[config.mk]
export PLATFORM = sky130hd
export DESIGN_NAME = clock_generator_ctrl
export DESIGN_NICKNAME = d
export VERILOG_FILES = /design/src/rtl/clkgen_pkg.sv /design/src/rtl/clk_switch_if.sv /design/src/rtl/base_clock_selector.sv /design/src/rtl/clock_generator_ctrl.sv
export SDC_FILE = /design/constraint.sdc
export NUM_CORES = 1
export LEC_CHECK = 0
export ABC_AREA = 1
export BUFFER_PORTS_ARGS = -buffer_cell sky130_fd_sc_hd__buf_2
export CORE_ASPECT_RATIO = 1.1
export CORE_MARGIN = 2
export CORE_UTILIZATION = 55
export CTS_CLUSTER_SIZE = 14
export DETAILED_ROUTE_END_ITERATION = 8
export HOLD_SLACK_MARGIN = 0.02
export PLACE_DENSITY_LB_ADDON = 0.15
export SLEW_MARGIN = 10
export SYNTH_ARGS = -nofsm -noshare
export SYNTH_HDL_FRONTEND = slang
export SYNTH_SLANG_ARGS = --single-unit
[constraint.sdc]
create_clock -name clk_sys -period 4.3 [get_ports clk_sys]
set_clock_uncertainty 0.2 [all_clocks]
set_input_delay 0.645 -clock clk_sys [delete_from_list [all_inputs] [get_ports clk_sys]]
set_output_delay 0.645 -clock clk_sys [all_outputs]
set_load 0.005 [all_outputs]
[src/rtl/clkgen_pkg.sv]
// clkgen_pkg: register map, field positions and reset values of the clock generator control
// assumes a plain register port with 8-bit registers at small word offsets
package clkgen_pkg;
	localparam logic [3:0] ADDR_LOOP_CONTROL   = 4'h0;
	localparam logic [3:0] ADDR_BANDWIDTH      = 4'h1;
	localparam logic [3:0] ADDR_MULT_RANGE     = 4'h2;
	// loop control register fields
	localparam int BIT_IRQ_EN  = 7;
	localparam int BIT_FLAG    = 6;
	localparam int BIT_LOOP_ON = 5;
	localparam int BIT_BASE_SEL = 4;
	// bandwidth register fields
	localparam int BIT_AUTO  = 7;
	localparam int BIT_LOCK  = 6;
	localparam int BIT_TRACK = 5;
	// multiplier and range fields
	localparam int MUL_LSB   = 4;
	localparam int RANGE_LSB = 0;
	localparam logic [3:0] MUL_RESET      = 4'h6;
	localparam logic [3:0] RANGE_RESET    = 4'h7;
	localparam logic       LOOP_ON_RESET  = 1'b1;
	localparam logic [3:0] CTRL_UNUSED_RD = 4'hF;
	// selector waits this many cycles of each source
	localparam logic [1:0] SWITCH_CYCLES  = 2'h3;
	function automatic logic [3:0] eff_mul(input logic [3:0] m);
		return (m == 4'h0) ? 4'h1 : m;
	endfunction
endpackage

[src/rtl/clk_switch_if.sv]
// clk_switch_if: request and status between control logic and the base clock selector
// assumes one clock domain, clk_sys
`timescale 1ns/1ps
interface clk_switch_if;
	logic       want_mult;
	logic       xtal_tick;
	logic       mult_tick;
	logic       on_mult;
	logic       busy;
	logic       base_clk;
	modport ctrl (output want_mult, output xtal_tick, output mult_tick,
		input on_mult, input busy, input base_clk);
	modport sel  (input want_mult, input xtal_tick, input mult_tick,
		output on_mult, output busy, output base_clk);
endinterface

[src/rtl/base_clock_selector.sv]
// base_clock_selector: glitch-free source change and divide by two of the base clock
// assumes source edges arrive as one-cycle ticks synchronous to clk_sys
`timescale 1ns/1ps
module base_clock_selector
	import clkgen_pkg::*;
(
	input  wire logic   clk_sys,
	input  wire logic   rst,
	clk_switch_if.sel   sw
);
	logic       on_mult_r;
	logic       busy_r;
	logic       half_r;
	logic [1:0] xcnt_r;
	logic [1:0] mcnt_r;
	wire        change   = sw.want_mult != on_mult_r;
	wire        src_tick = on_mult_r ? sw.mult_tick : sw.xtal_tick;
	wire        done     = (xcnt_r == SWITCH_CYCLES) && (mcnt_r == SWITCH_CYCLES);
	assign sw.on_mult  = on_mult_r;
	assign sw.busy     = busy_r;
	assign sw.base_clk = half_r;
	always_ff @(posedge clk_sys or posedge rst) begin
		if (rst) begin
			on_mult_r <= 1'b0;
			busy_r    <= 1'b0;
			xcnt_r    <= 2'h0;
			mcnt_r    <= 2'h0;
		end else if (!busy_r) begin
			busy_r <= change;
			xcnt_r <= 2'h0;
			mcnt_r <= 2'h0;
		end else if (done) begin
			on_mult_r <= sw.want_mult;
			busy_r    <= 1'b0;
		end else begin
			if (sw.xtal_tick && xcnt_r != SWITCH_CYCLES) xcnt_r <= xcnt_r + 2'h1;
			if (sw.mult_tick && mcnt_r != SWITCH_CYCLES) mcnt_r <= mcnt_r + 2'h1;
		end
	end
	// output held static while busy so no runt pulse appears
	always_ff @(posedge clk_sys or posedge rst) begin
		if (rst) half_r <= 1'b0;
		else if (!busy_r && src_tick) half_r <= ~half_r;
	end
endmodule

[src/rtl/clock_generator_ctrl.sv]
// clock_generator_ctrl: bandwidth control, lock tracking, programming register and base select
// assumes source clocks and frequency comparator levels come from pins outside clk_sys domain
//
// Summary of operation
// - automatic mode: track bit is read-only, follows tracking/untracking tolerance input
// - automatic mode: lock bit is read-only, follows lock/unlock tolerance input
// - automatic mode: lock toggle raises interrupt when interrupt enable is set
// - manual mode: track bit is writable, directly selects acquisition or tracking
// - manual mode disables lock bit and suppresses every interrupt
// - programming register: multiplier in upper nibble, range in lower nibble
// - multiplier zero gives the same feedback divide as multiplier one, reads back as zero
// - range zero disables loop, forbids and overrides multiplied clock selection
// - base select bit chooses crystal (0) or multiplied (1) clock
// - on source change wait three cycles of each clock, output held static
// - selector output halved and registered, base clock out is half of source
// - refuse multiplied select while loop off, refuse loop off while selected
// - loop on/off and select change cannot happen in one write
// - lock toggle sets flag, a read of loop control clears it unless a toggle falls in the same cycle
// - manual mode: interrupt enable ignores writes, reads as zero
// - reset clears track bit, filter in acquisition mode
`timescale 1ns/1ps
module clock_generator_ctrl
	import clkgen_pkg::*;
(
	input  wire logic       clk_sys,
	input  wire logic       rst,
	input  wire logic [3:0] reg_addr,
	input  wire logic [7:0] reg_wdata,
	input  wire logic       reg_wr,
	input  wire logic       reg_rd,
	output logic      [7:0] reg_rdata,
	input  wire logic       crystal_clock,
	input  wire logic       multiplied_clock,
	input  wire logic       in_track_tol,
	input  wire logic       out_untrack_tol,
	input  wire logic       in_lock_tol,
	input  wire logic       out_unlock_tol,
	output logic            base_clock_out,
	output logic            clockgen_irq,
	output logic            loop_enable,
	output logic            filter_tracking,
	output logic      [3:0] feedback_divide
);
	clk_switch_if sw ();

	// two-stage synchronisers for everything from outside clk_sys
	logic [5:0] sync1_r;
	logic [5:0] sync2_r;
	logic       xclk_d_r;
	logic       mclk_d_r;
	always_ff @(posedge clk_sys or posedge rst) begin
		if (rst) begin
			sync1_r <= 6'h00;
			sync2_r <= 6'h00;
		end else begin
			sync1_r <= {crystal_clock, multiplied_clock, in_track_tol, out_untrack_tol,
				in_lock_tol, out_unlock_tol};
			sync2_r <= sync1_r;
		end
	end
	wire xclk_s     = sync2_r[5];
	wire mclk_s     = sync2_r[4];
	wire trk_in_s   = sync2_r[3];
	wire trk_out_s  = sync2_r[2];
	wire lock_in_s  = sync2_r[1];
	wire lock_out_s = sync2_r[0];

	// registers
	logic       irq_en_r;
	logic       flag_r;
	logic       loop_on_r;
	logic       base_sel_r;
	logic       auto_r;
	logic       lock_r;
	logic       track_auto_r;
	logic       track_man_r;
	logic [3:0] mul_r;
	logic [3:0] range_r;
	logic [7:0] rdata_r;
	logic       irq_r;
	logic       loop_en_r;
	logic       filt_r;
	logic [3:0] fdiv_r;

	wire wr_ctrl  = reg_wr && (reg_addr == ADDR_LOOP_CONTROL);
	wire wr_bw    = reg_wr && (reg_addr == ADDR_BANDWIDTH);
	wire wr_mr    = reg_wr && (reg_addr == ADDR_MULT_RANGE);
	wire rd_ctrl  = reg_rd && (reg_addr == ADDR_LOOP_CONTROL);
	wire range_ok = range_r != 4'h0;

	// interlocks judged against the values held before the write
	wire new_on   = reg_wdata[BIT_LOOP_ON];
	wire new_sel  = reg_wdata[BIT_BASE_SEL];
	wire on_chg   = new_on != loop_on_r;
	wire sel_chg  = new_sel != base_sel_r;
	wire on_ok    = on_chg && !sel_chg && (new_on || !base_sel_r);
	wire sel_ok   = sel_chg && !on_chg && (!new_sel || (loop_on_r && range_ok));
	wire loop_on_nxt  = (wr_ctrl && on_ok) ? new_on : loop_on_r;
	wire base_sel_nxt = !range_ok ? 1'b0 : ((wr_ctrl && sel_ok) ? new_sel : base_sel_r);

	// lock and track detectors with hysteresis, only alive in automatic mode
	wire lock_nxt = !auto_r ? 1'b0 :
		(lock_in_s ? 1'b1 : (lock_out_s ? 1'b0 : lock_r));
	wire track_auto_nxt = !auto_r ? 1'b0 :
		(trk_in_s ? 1'b1 : (trk_out_s ? 1'b0 : track_auto_r));
	wire lock_toggle = auto_r && (lock_nxt != lock_r);
	// set wins over the read clear so a toggle in the read cycle is kept
	wire flag_nxt = lock_toggle ? 1'b1 : (rd_ctrl ? 1'b0 : flag_r);
	wire irq_nxt  = auto_r && irq_en_r && flag_r;

	always_ff @(posedge clk_sys or posedge rst) begin
		if (rst) begin
			irq_en_r   <= 1'b0;
			loop_on_r  <= LOOP_ON_RESET;
			base_sel_r <= 1'b0;
			flag_r     <= 1'b0;
		end else begin
			if (wr_ctrl && auto_r) irq_en_r <= reg_wdata[BIT_IRQ_EN];
			else if (!auto_r) irq_en_r <= 1'b0;
			loop_on_r  <= loop_on_nxt;
			base_sel_r <= base_sel_nxt;
			flag_r     <= auto_r ? flag_nxt : 1'b0;
		end
	end

	always_ff @(posedge clk_sys or posedge rst) begin
		if (rst) begin
			auto_r       <= 1'b0;
			lock_r       <= 1'b0;
			track_auto_r <= 1'b0;
			track_man_r  <= 1'b0;
			mul_r        <= MUL_RESET;
			range_r      <= RANGE_RESET;
		end else begin
			if (wr_bw) auto_r <= reg_wdata[BIT_AUTO];
			// manual value kept aside while automatic mode runs
			if (wr_bw && !auto_r) track_man_r <= reg_wdata[BIT_TRACK];
			lock_r       <= lock_nxt;
			track_auto_r <= track_auto_nxt;
			if (wr_mr) begin
				mul_r   <= reg_wdata[MUL_LSB +: 4];
				range_r <= reg_wdata[RANGE_LSB +: 4];
			end
		end
	end

	// read path: data stand one cycle after the read strobe
	wire [7:0] ctrl_view = {irq_en_r & auto_r, flag_r & auto_r, loop_on_r, base_sel_r,
		CTRL_UNUSED_RD};
	wire       track_view = auto_r ? track_auto_r : track_man_r;
	wire [7:0] bw_view = {auto_r, lock_r & auto_r, track_view, 5'h00};
	wire [7:0] mr_view = {mul_r, range_r};
	wire [7:0] rd_mux = (reg_addr == ADDR_LOOP_CONTROL) ? ctrl_view :
		(reg_addr == ADDR_BANDWIDTH) ? bw_view :
		(reg_addr == ADDR_MULT_RANGE) ? mr_view : 8'h00;

	// source edge ticks for the selector; a stopped loop has no oscillator edges, so it lends
	// crystal ticks instead, otherwise a forced fall-back to the crystal would never finish
	always_ff @(posedge clk_sys or posedge rst) begin
		if (rst) begin
			xclk_d_r <= 1'b0;
			mclk_d_r <= 1'b0;
		end else begin
			xclk_d_r <= xclk_s;
			mclk_d_r <= mclk_s;
		end
	end
	assign sw.xtal_tick = xclk_s & ~xclk_d_r;
	assign sw.mult_tick = loop_en_r ? (mclk_s & ~mclk_d_r) : (xclk_s & ~xclk_d_r);
	assign sw.want_mult = base_sel_r & range_ok;

	base_clock_selector u_sel (
		.clk_sys (clk_sys),
		.rst     (rst),
		.sw      (sw)
	);

	// outputs registered
	logic base_r;
	always_ff @(posedge clk_sys or posedge rst) begin
		if (rst) begin
			rdata_r   <= 8'h00;
			irq_r     <= 1'b0;
			loop_en_r <= 1'b0;
			filt_r    <= 1'b0;
			fdiv_r    <= 4'h1;
			base_r    <= 1'b0;
		end else begin
			rdata_r   <= reg_rd ? rd_mux : 8'h00;
			irq_r     <= irq_nxt;
			loop_en_r <= loop_on_r & range_ok;
			filt_r    <= track_view;
			fdiv_r    <= eff_mul(mul_r);
			base_r    <= sw.base_clk;
		end
	end
	assign reg_rdata       = rdata_r;
	assign clockgen_irq    = irq_r;
	assign loop_enable     = loop_en_r;
	assign filter_tracking = filt_r;
	assign feedback_divide = fdiv_r;
	assign base_clock_out  = base_r;
endmodule

==> flow_metrics.py, run 1 <==
metrics = {
    "status": {
        "outcome": "finished, final reports clean",
    },
    "timing": {
        "finalHoldViolations": 0,
        "finalWorstSetupSlack_ns": 2.54,
        "finalMaxSlewViolations": 0,
        "setup_tns_ns": 0,
        "rsz0062_at_grt": "false",
        "post-route-period-util": 0.409,
        "maxSlewHeadroom": 0.308,
        "setup_viol": 0,
        "timing.fmax_mhz": 569,
        "min_period_ns": 1.76,
        "worst_pin_slew_ns": 1.04,
    },
    "route": {
        "ant_nets": 0,
        "drt_iter0_markers": 71,
        "first_pass_iters": 4,
        "vias_per_cell": 4.88,
        "drt_wl_total_um": 3430,
        "drc": 0,
        "avgRoutedWirePerCell_um": 11.5,
        "vias": 1459,
    },
    "place": {
        "port_buffers": 37,
        "gp_congestion": 0.824,
        "dp_hpwl_um": 2500,
        "place_inst": 291,
        "place_ws_ns": 2.46,
    },
    "synth": {
        "synthSimpleGateAreaFrac": 0.189,
        "synth_compound_area_frac": 0.0987,
        "synthAdderAreaFrac": 0.0119,
        "synth_most_common_cell": "nand2_1",
        "synth_mux_area_frac": 0,
        "synth-xor-area-share": 0,
        "seq_area_frac_synth": 0.634,
        "synth_top_family_by_area": "simple AND/OR/NAND/NOR gates",
        "synthTopCellsByCount": "53 x nand2_1, 46 x dfrtp_1, 23 x inv_1",
        "yosys_warnings": 0,
        "syn_area_um2": 2100,
        "synthArstFlopShare": 1.00,
        "synthTopCellsByArea": "dfrtp_1 55%, nand2_1 9.5%, dfstp_2 8.7%",
        "synth.net_count": 236,
        "synth_ff_type": "dfrtp_1",
        "syn_avg_cell_area_um2": 9.93,
        "netlist_instances": 212,
        "synth-seq-cells": 53,
        "synth-edff-count": 0,
        "synth_top_cell_by_area": "dfrtp_1",
        "synth_cell_types": 30,
        "synth_top_cell_area_share": 0.547,
    },
    "pwr": {
        "totalPowerFinal_mw": 1.09,
        "ir_drop_mv": 0.274,
        "power.density_nw_per_um2": 455,
        "leakage_nw": 1.23,
    },
    "clock_network": {
        "clock_sinks": 53,
        "hold_buffers": 0,
        "clk_latency_ns": 0.31,
        "post_cts_buffers": 0,
        "clk_path_buf_depth": 2,
        "h-tree-depth": 2,
        "clkTransAtPathRegs_ns": 0.08,
        "cts_buffers": 5,
        "root_buffer": "clkbuf_8",
        "ctsResizeCount": 0,
        "tritoncts": "built",
    },
    "grt": {
        "antenna_found_initial": 0,
        "grt_use_total": 0.184,
        "grt-ovfl-total": 0,
        "grt_max_degree": 54,
        "grt_pass1_vias": 1386,
        "grt_pass1_wl_um": 5940,
    },
    "floorplan": {
        "core_um2": 3650,
        "die_h_um": 68.9,
        "rows": 23,
        "initial_core_util": 0.576,
        "fp.dieW_um": 63.0,
        "dieArea_um2": 4340,
        "io_pins": 38,
    },
    "min_path": {
        "hp-class": "reg -> reg",
    },
    "layout": {
        "nFillCells": 328,
        "diodes": 0,
        "layout.cells.non_filler": 299,
        "drive_gt1_frac": 0.257,
        "synthToLayoutAreaGrowth_pct": 13.5,
        "fin_nets": 272,
    },
    "setup_path": {
        "crit_required_ns": 3.45,
        "cp_top_family": "flip-flops",
        "worst-setup-path-type": "reg -> out",
        "critical_path.startpoint_type": "register",
        "cp.arrival_ns": 0.91,
        "slowest_delay_ns": 0.52,
        "cp_num_buf_inv": 1,
        "crit_fanout": 1,
        "slowest_stage": "dfstp_2",
        "path_cells": "buf_2",
        "end_kind": "output pin",
    },
    "flow_run": {
        "maxCapViolations": 0,
    },
}
==> layout make-up <==
type	instances	area, um2	share of cell area
clock buffers	6	72.6	0.0304
clock inverters	2	10.0	0.00419
inverters	24	92.6	0.0388
multi-input cells	127	631	0.264
flip-flops and latches	53	1340	0.559
well taps	50	62.6	0.0262
repair buffers	37	185	0.0775
==> layer usage <==
layer  vias to the layer above  global-route usage  part of all wire
met3                         6              0.0519             0.062
met1                       669               0.231              0.48
met2                        41               0.298              0.44
li1                        743                   -                 -
met4                         0              0.0917             0.021
met5                         -                   0                 0
==> flip-flops by register name, summed over array words and instances, names as in the netlist, 2 cells and up <==
name             flops
sync1_r              6
range_r              4
u_sel.mcnt_r         2
reg_rdata            8
feedback_divide      4
u_sel.xcnt_r         2
mul_r                4
sync2_r              6
==> worst paths after layout <==
check	startpoint	to	slack, ns	cells past startpoint
worst max register to register	auto_r	flag_r	2.91	5
worst min register to register	sync1_r[3]	sync2_r[3]	0.15	0
worst max-delay path	feedback_divide[0]	feedback_divide[0]	2.54	1
max in group asynchronous	rst	base_clock_out	2.87	2
min in group asynchronous	rst	loop_enable	0.38	2
worst min-delay path	sync1_r[3]	sync2_r[3]	0.15	0
==> placed cells by master (no fill, tap or decap), types with 3 or more instances in the layout <==
master and n:
a21oi_1 8, buf_2 37, clkbuf_8 5, dfrtp_1 46
dfstp_2 7, inv_1 22, nand2_1 53, nand2_2 3
nand3_1 16, nor2_1 9, o21ai_0 17, o21ai_2 3
==> cell families (layout without fill, tap and decap cells) <==
kind of cell | count (synthesis) | after routing
AOI/OAI and AO/OA | 36 | 36
adders and majority gates | 2 | 2
buffers and inverters | 32 | 69
DFF | 53 | 53
and+or+nand+nor | 89 | 89
==> where the power goes <==
part	internal [mW]	total [mW]	switching, mW
Clock	0.113	0.264	0.151
Sequential	0.589	0.642	0.0534
Combinational	0.0768	0.181	0.104
Total	0.779	1.09	0.308
==> per-stage QoR <==
step	util	cell area (um2)	hold slack [ns]
detailed placement	0.631	2310	0.137
finish	0.654	2390	0.152
CTS	0.654	2390	0.157
global placement	0.631	2310	0.132
global route	0.654	2390	0.162
floorplan	-	2100	0.131
Power figures use the tool's default switching activity.
==> inputs of run 2 (changes only) <==
Settings changed: CORE_UTILIZATION 55 to 49.
Clock period 4.3 ns to 1.6 ns, I/O delays scaled along.
==> run 2 against run 1 <==
Net effect: register-to-register slack lost 2.7 ns; first-iteration DRC count grew 20%; flip-flop and latch count is the same; sequential share of layout area shrank 4.7 points; critical path type is now reg -> reg.
==> flow_metrics.py, run 2 (synthesis gave the netlist of run 1 again) <==
metrics = {
    "status": {
        "outcome": "finished, final reports clean",
    },
    "clock_network": {
        "clock_sinks": 53,
        "root_buffer": "clkbuf_8",
        "ctsResizeCount": 0,
        "post_cts_buffers": 0,
        "tritoncts": "built",
        "hold_buffers": 14,
        "h-tree-depth": 2,
        "clkTransAtPathRegs_ns": 0.09,
        "clk_latency_ns": 0.30,
        "cts_buffers": 5,
        "clk_path_buf_depth": 2,
    },
    "layout": {
        "drive_gt1_frac": 0.250,
        "postLayoutCoreUtil": 0.618,
        "final_cell_mix": "53 x nand2_1, 46 x dfrtp_1, 37 x buf_2",
        "layout.cells.non_filler": 318,
        "largest_reg_flops": 8,
        "nFillCells": 379,
        "final_area_um2": 2610,
        "fin_nets": 287,
        "layout_commonest_cell": "nand2_1",
        "synthToLayoutAreaGrowth_pct": 24.0,
        "multi_input_area_um2": 631,
        "seq_area_um2": 1340,
        "diodes": 0,
    },
    "timing": {
        "finalMaxSlewViolations": 0,
        "hold_slack_ns": 0.0386,
        "finalWorstSetupSlack_ns": 0.179,
        "setup_tns_ns": 0,
        "worst_pin_slew_ns": 0.327,
        "setup_viol": 0,
        "timing.fmax_mhz": 704,
        "rsz0062_at_grt": "false",
        "min_period_ns": 1.42,
        "finalHoldViolations": 0,
        "post-route-period-util": 0.888,
        "maxSlewHeadroom": 0.780,
    },
    "min_path": {
        "hold_depth": 3,
        "hp-start": "reg_wdata[4]",
        "hp-class": "in -> reg",
        "hold_end": "mul_r[0]",
    },
    "setup_path": {
        "path_cells": "inv_1, nand2_1, o21ai_0, nand2_1, nand3_1, o21ai_0",
        "cp.arrival_ns": 1.40,
        "worst-setup-path-type": "reg -> reg",
        "reg2regPathDepth": 6,
        "end_kind": "register",
        "crit_required_ns": 1.58,
        "r2r-end": "u_sel.mcnt_r[1]",
        "slowest_delay_ns": 0.37,
        "worstReg2RegStart": "xclk_d_r",
        "slowest_stage": "dfrtp_1",
        "r2r_setup_slack_ns": 0.18,
        "cp_top_family": "compound AO/OA/AOI/OAI gates",
        "critical_path.startpoint_type": "register",
        "crit_fanout": 4,
        "cp_num_buf_inv": 1,
    },
    "floorplan": {
        "fp.dieW_um": 66.5,
        "initial_core_util": 0.498,
        "dieArea_um2": 4840,
        "rows": 25,
        "die_h_um": 72.7,
        "io_pins": 38,
        "core_um2": 4220,
    },
    "route": {
        "drt_wl_total_um": 3670,
        "drt_iter0_markers": 85,
        "drc": 0,
        "ant_nets": 0,
        "first_pass_iters": 4,
        "vias_per_cell": 4.82,
        "vias": 1534,
        "avgRoutedWirePerCell_um": 11.6,
    },
    "grt": {
        "grt_max_degree": 54,
        "grt_use_total": 0.170,
        "grt-ovfl-total": 0,
        "grt_pass1_vias": 1447,
        "antenna_found_initial": 0,
        "grt_pass1_wl_um": 6150,
    },
    "pwr": {
        "leakage_nw": 1.32,
        "totalPowerFinal_mw": 3.29,
        "power.density_nw_per_um2": 1260,
        "ir_drop_mv": 0.706,
    },
    "place": {
        "place_ws_ns": 0.224,
        "gp_congestion": 0.824,
        "port_buffers": 37,
        "place_inst": 296,
        "dpl-instance-area_um2": 2330,
        "dp_hpwl_um": 2580,
    },
    "flow_run": {
        "maxCapViolations": 0,
    },
}
-- run 2: cell count changes in the layout (fill, tap and decap cells not counted) --
cell / delta
buf_12: +1
bufinv_16: +2
clkbuf_1: -1
clkinv_2: -1
clkinvlp_4: +1
dlygate4sd3_1: +14
inv_2: -1
-- run 2: where the power goes --
part / internal, mW / leakage (nW) / switching (mW)
logic: 0.235 / 0.601 / 0.286
registers: 1.58 / 0.651 / 0.145
clock network: 0.621 / 0.0681 / 0.418
total: 2.44 / 1.32 / 0.849
-- run 2: final cells by class --
class | instances | share of cell area
clock buffers | 5 | 0.0264
flip-flops and latches | 53 | 0.512
repair buffers | 52 | 0.132
multi-input cells | 127 | 0.242
clock inverters | 3 | 0.0249
well taps | 54 | 0.0259
inverters | 24 | 0.0369
-- run 2: metal layers --
layer	part of all wire	vias to the layer above	GRT usage
met5	0	-	0
met4	0.015	0	0.0680
met3	0.040	5	0.0324
met2	0.45	42	0.276
met1	0.50	709	0.226
li1	-	778	-
-- run 2: worst max-delay path by stage --
stage	cells past startpoint	to	start	slack, ns
global placement	7	range_r[3]	reg_addr[3]	0.25
floorplan	4	u_sel.xcnt_r[0]	u_sel.xcnt_r[0]	0.36
CTS	9	base_sel_r	reg_wdata[5]	0.19
detailed placement	6	u_sel.mcnt_r[1]	xclk_d_r	0.22
finish	6	u_sel.mcnt_r[1]	xclk_d_r	0.18
global route	6	u_sel.mcnt_r[1]	xclk_d_r	0.03
-- run 2: worst reg2reg max path: stages (launching register included) --
cell     delay (ns)
dfrtp_1        0.37
inv_1          0.05
nand2_1        0.09
o21ai_0        0.31
nand2_1        0.13
nand3_1        0.09
o21ai_0        0.08
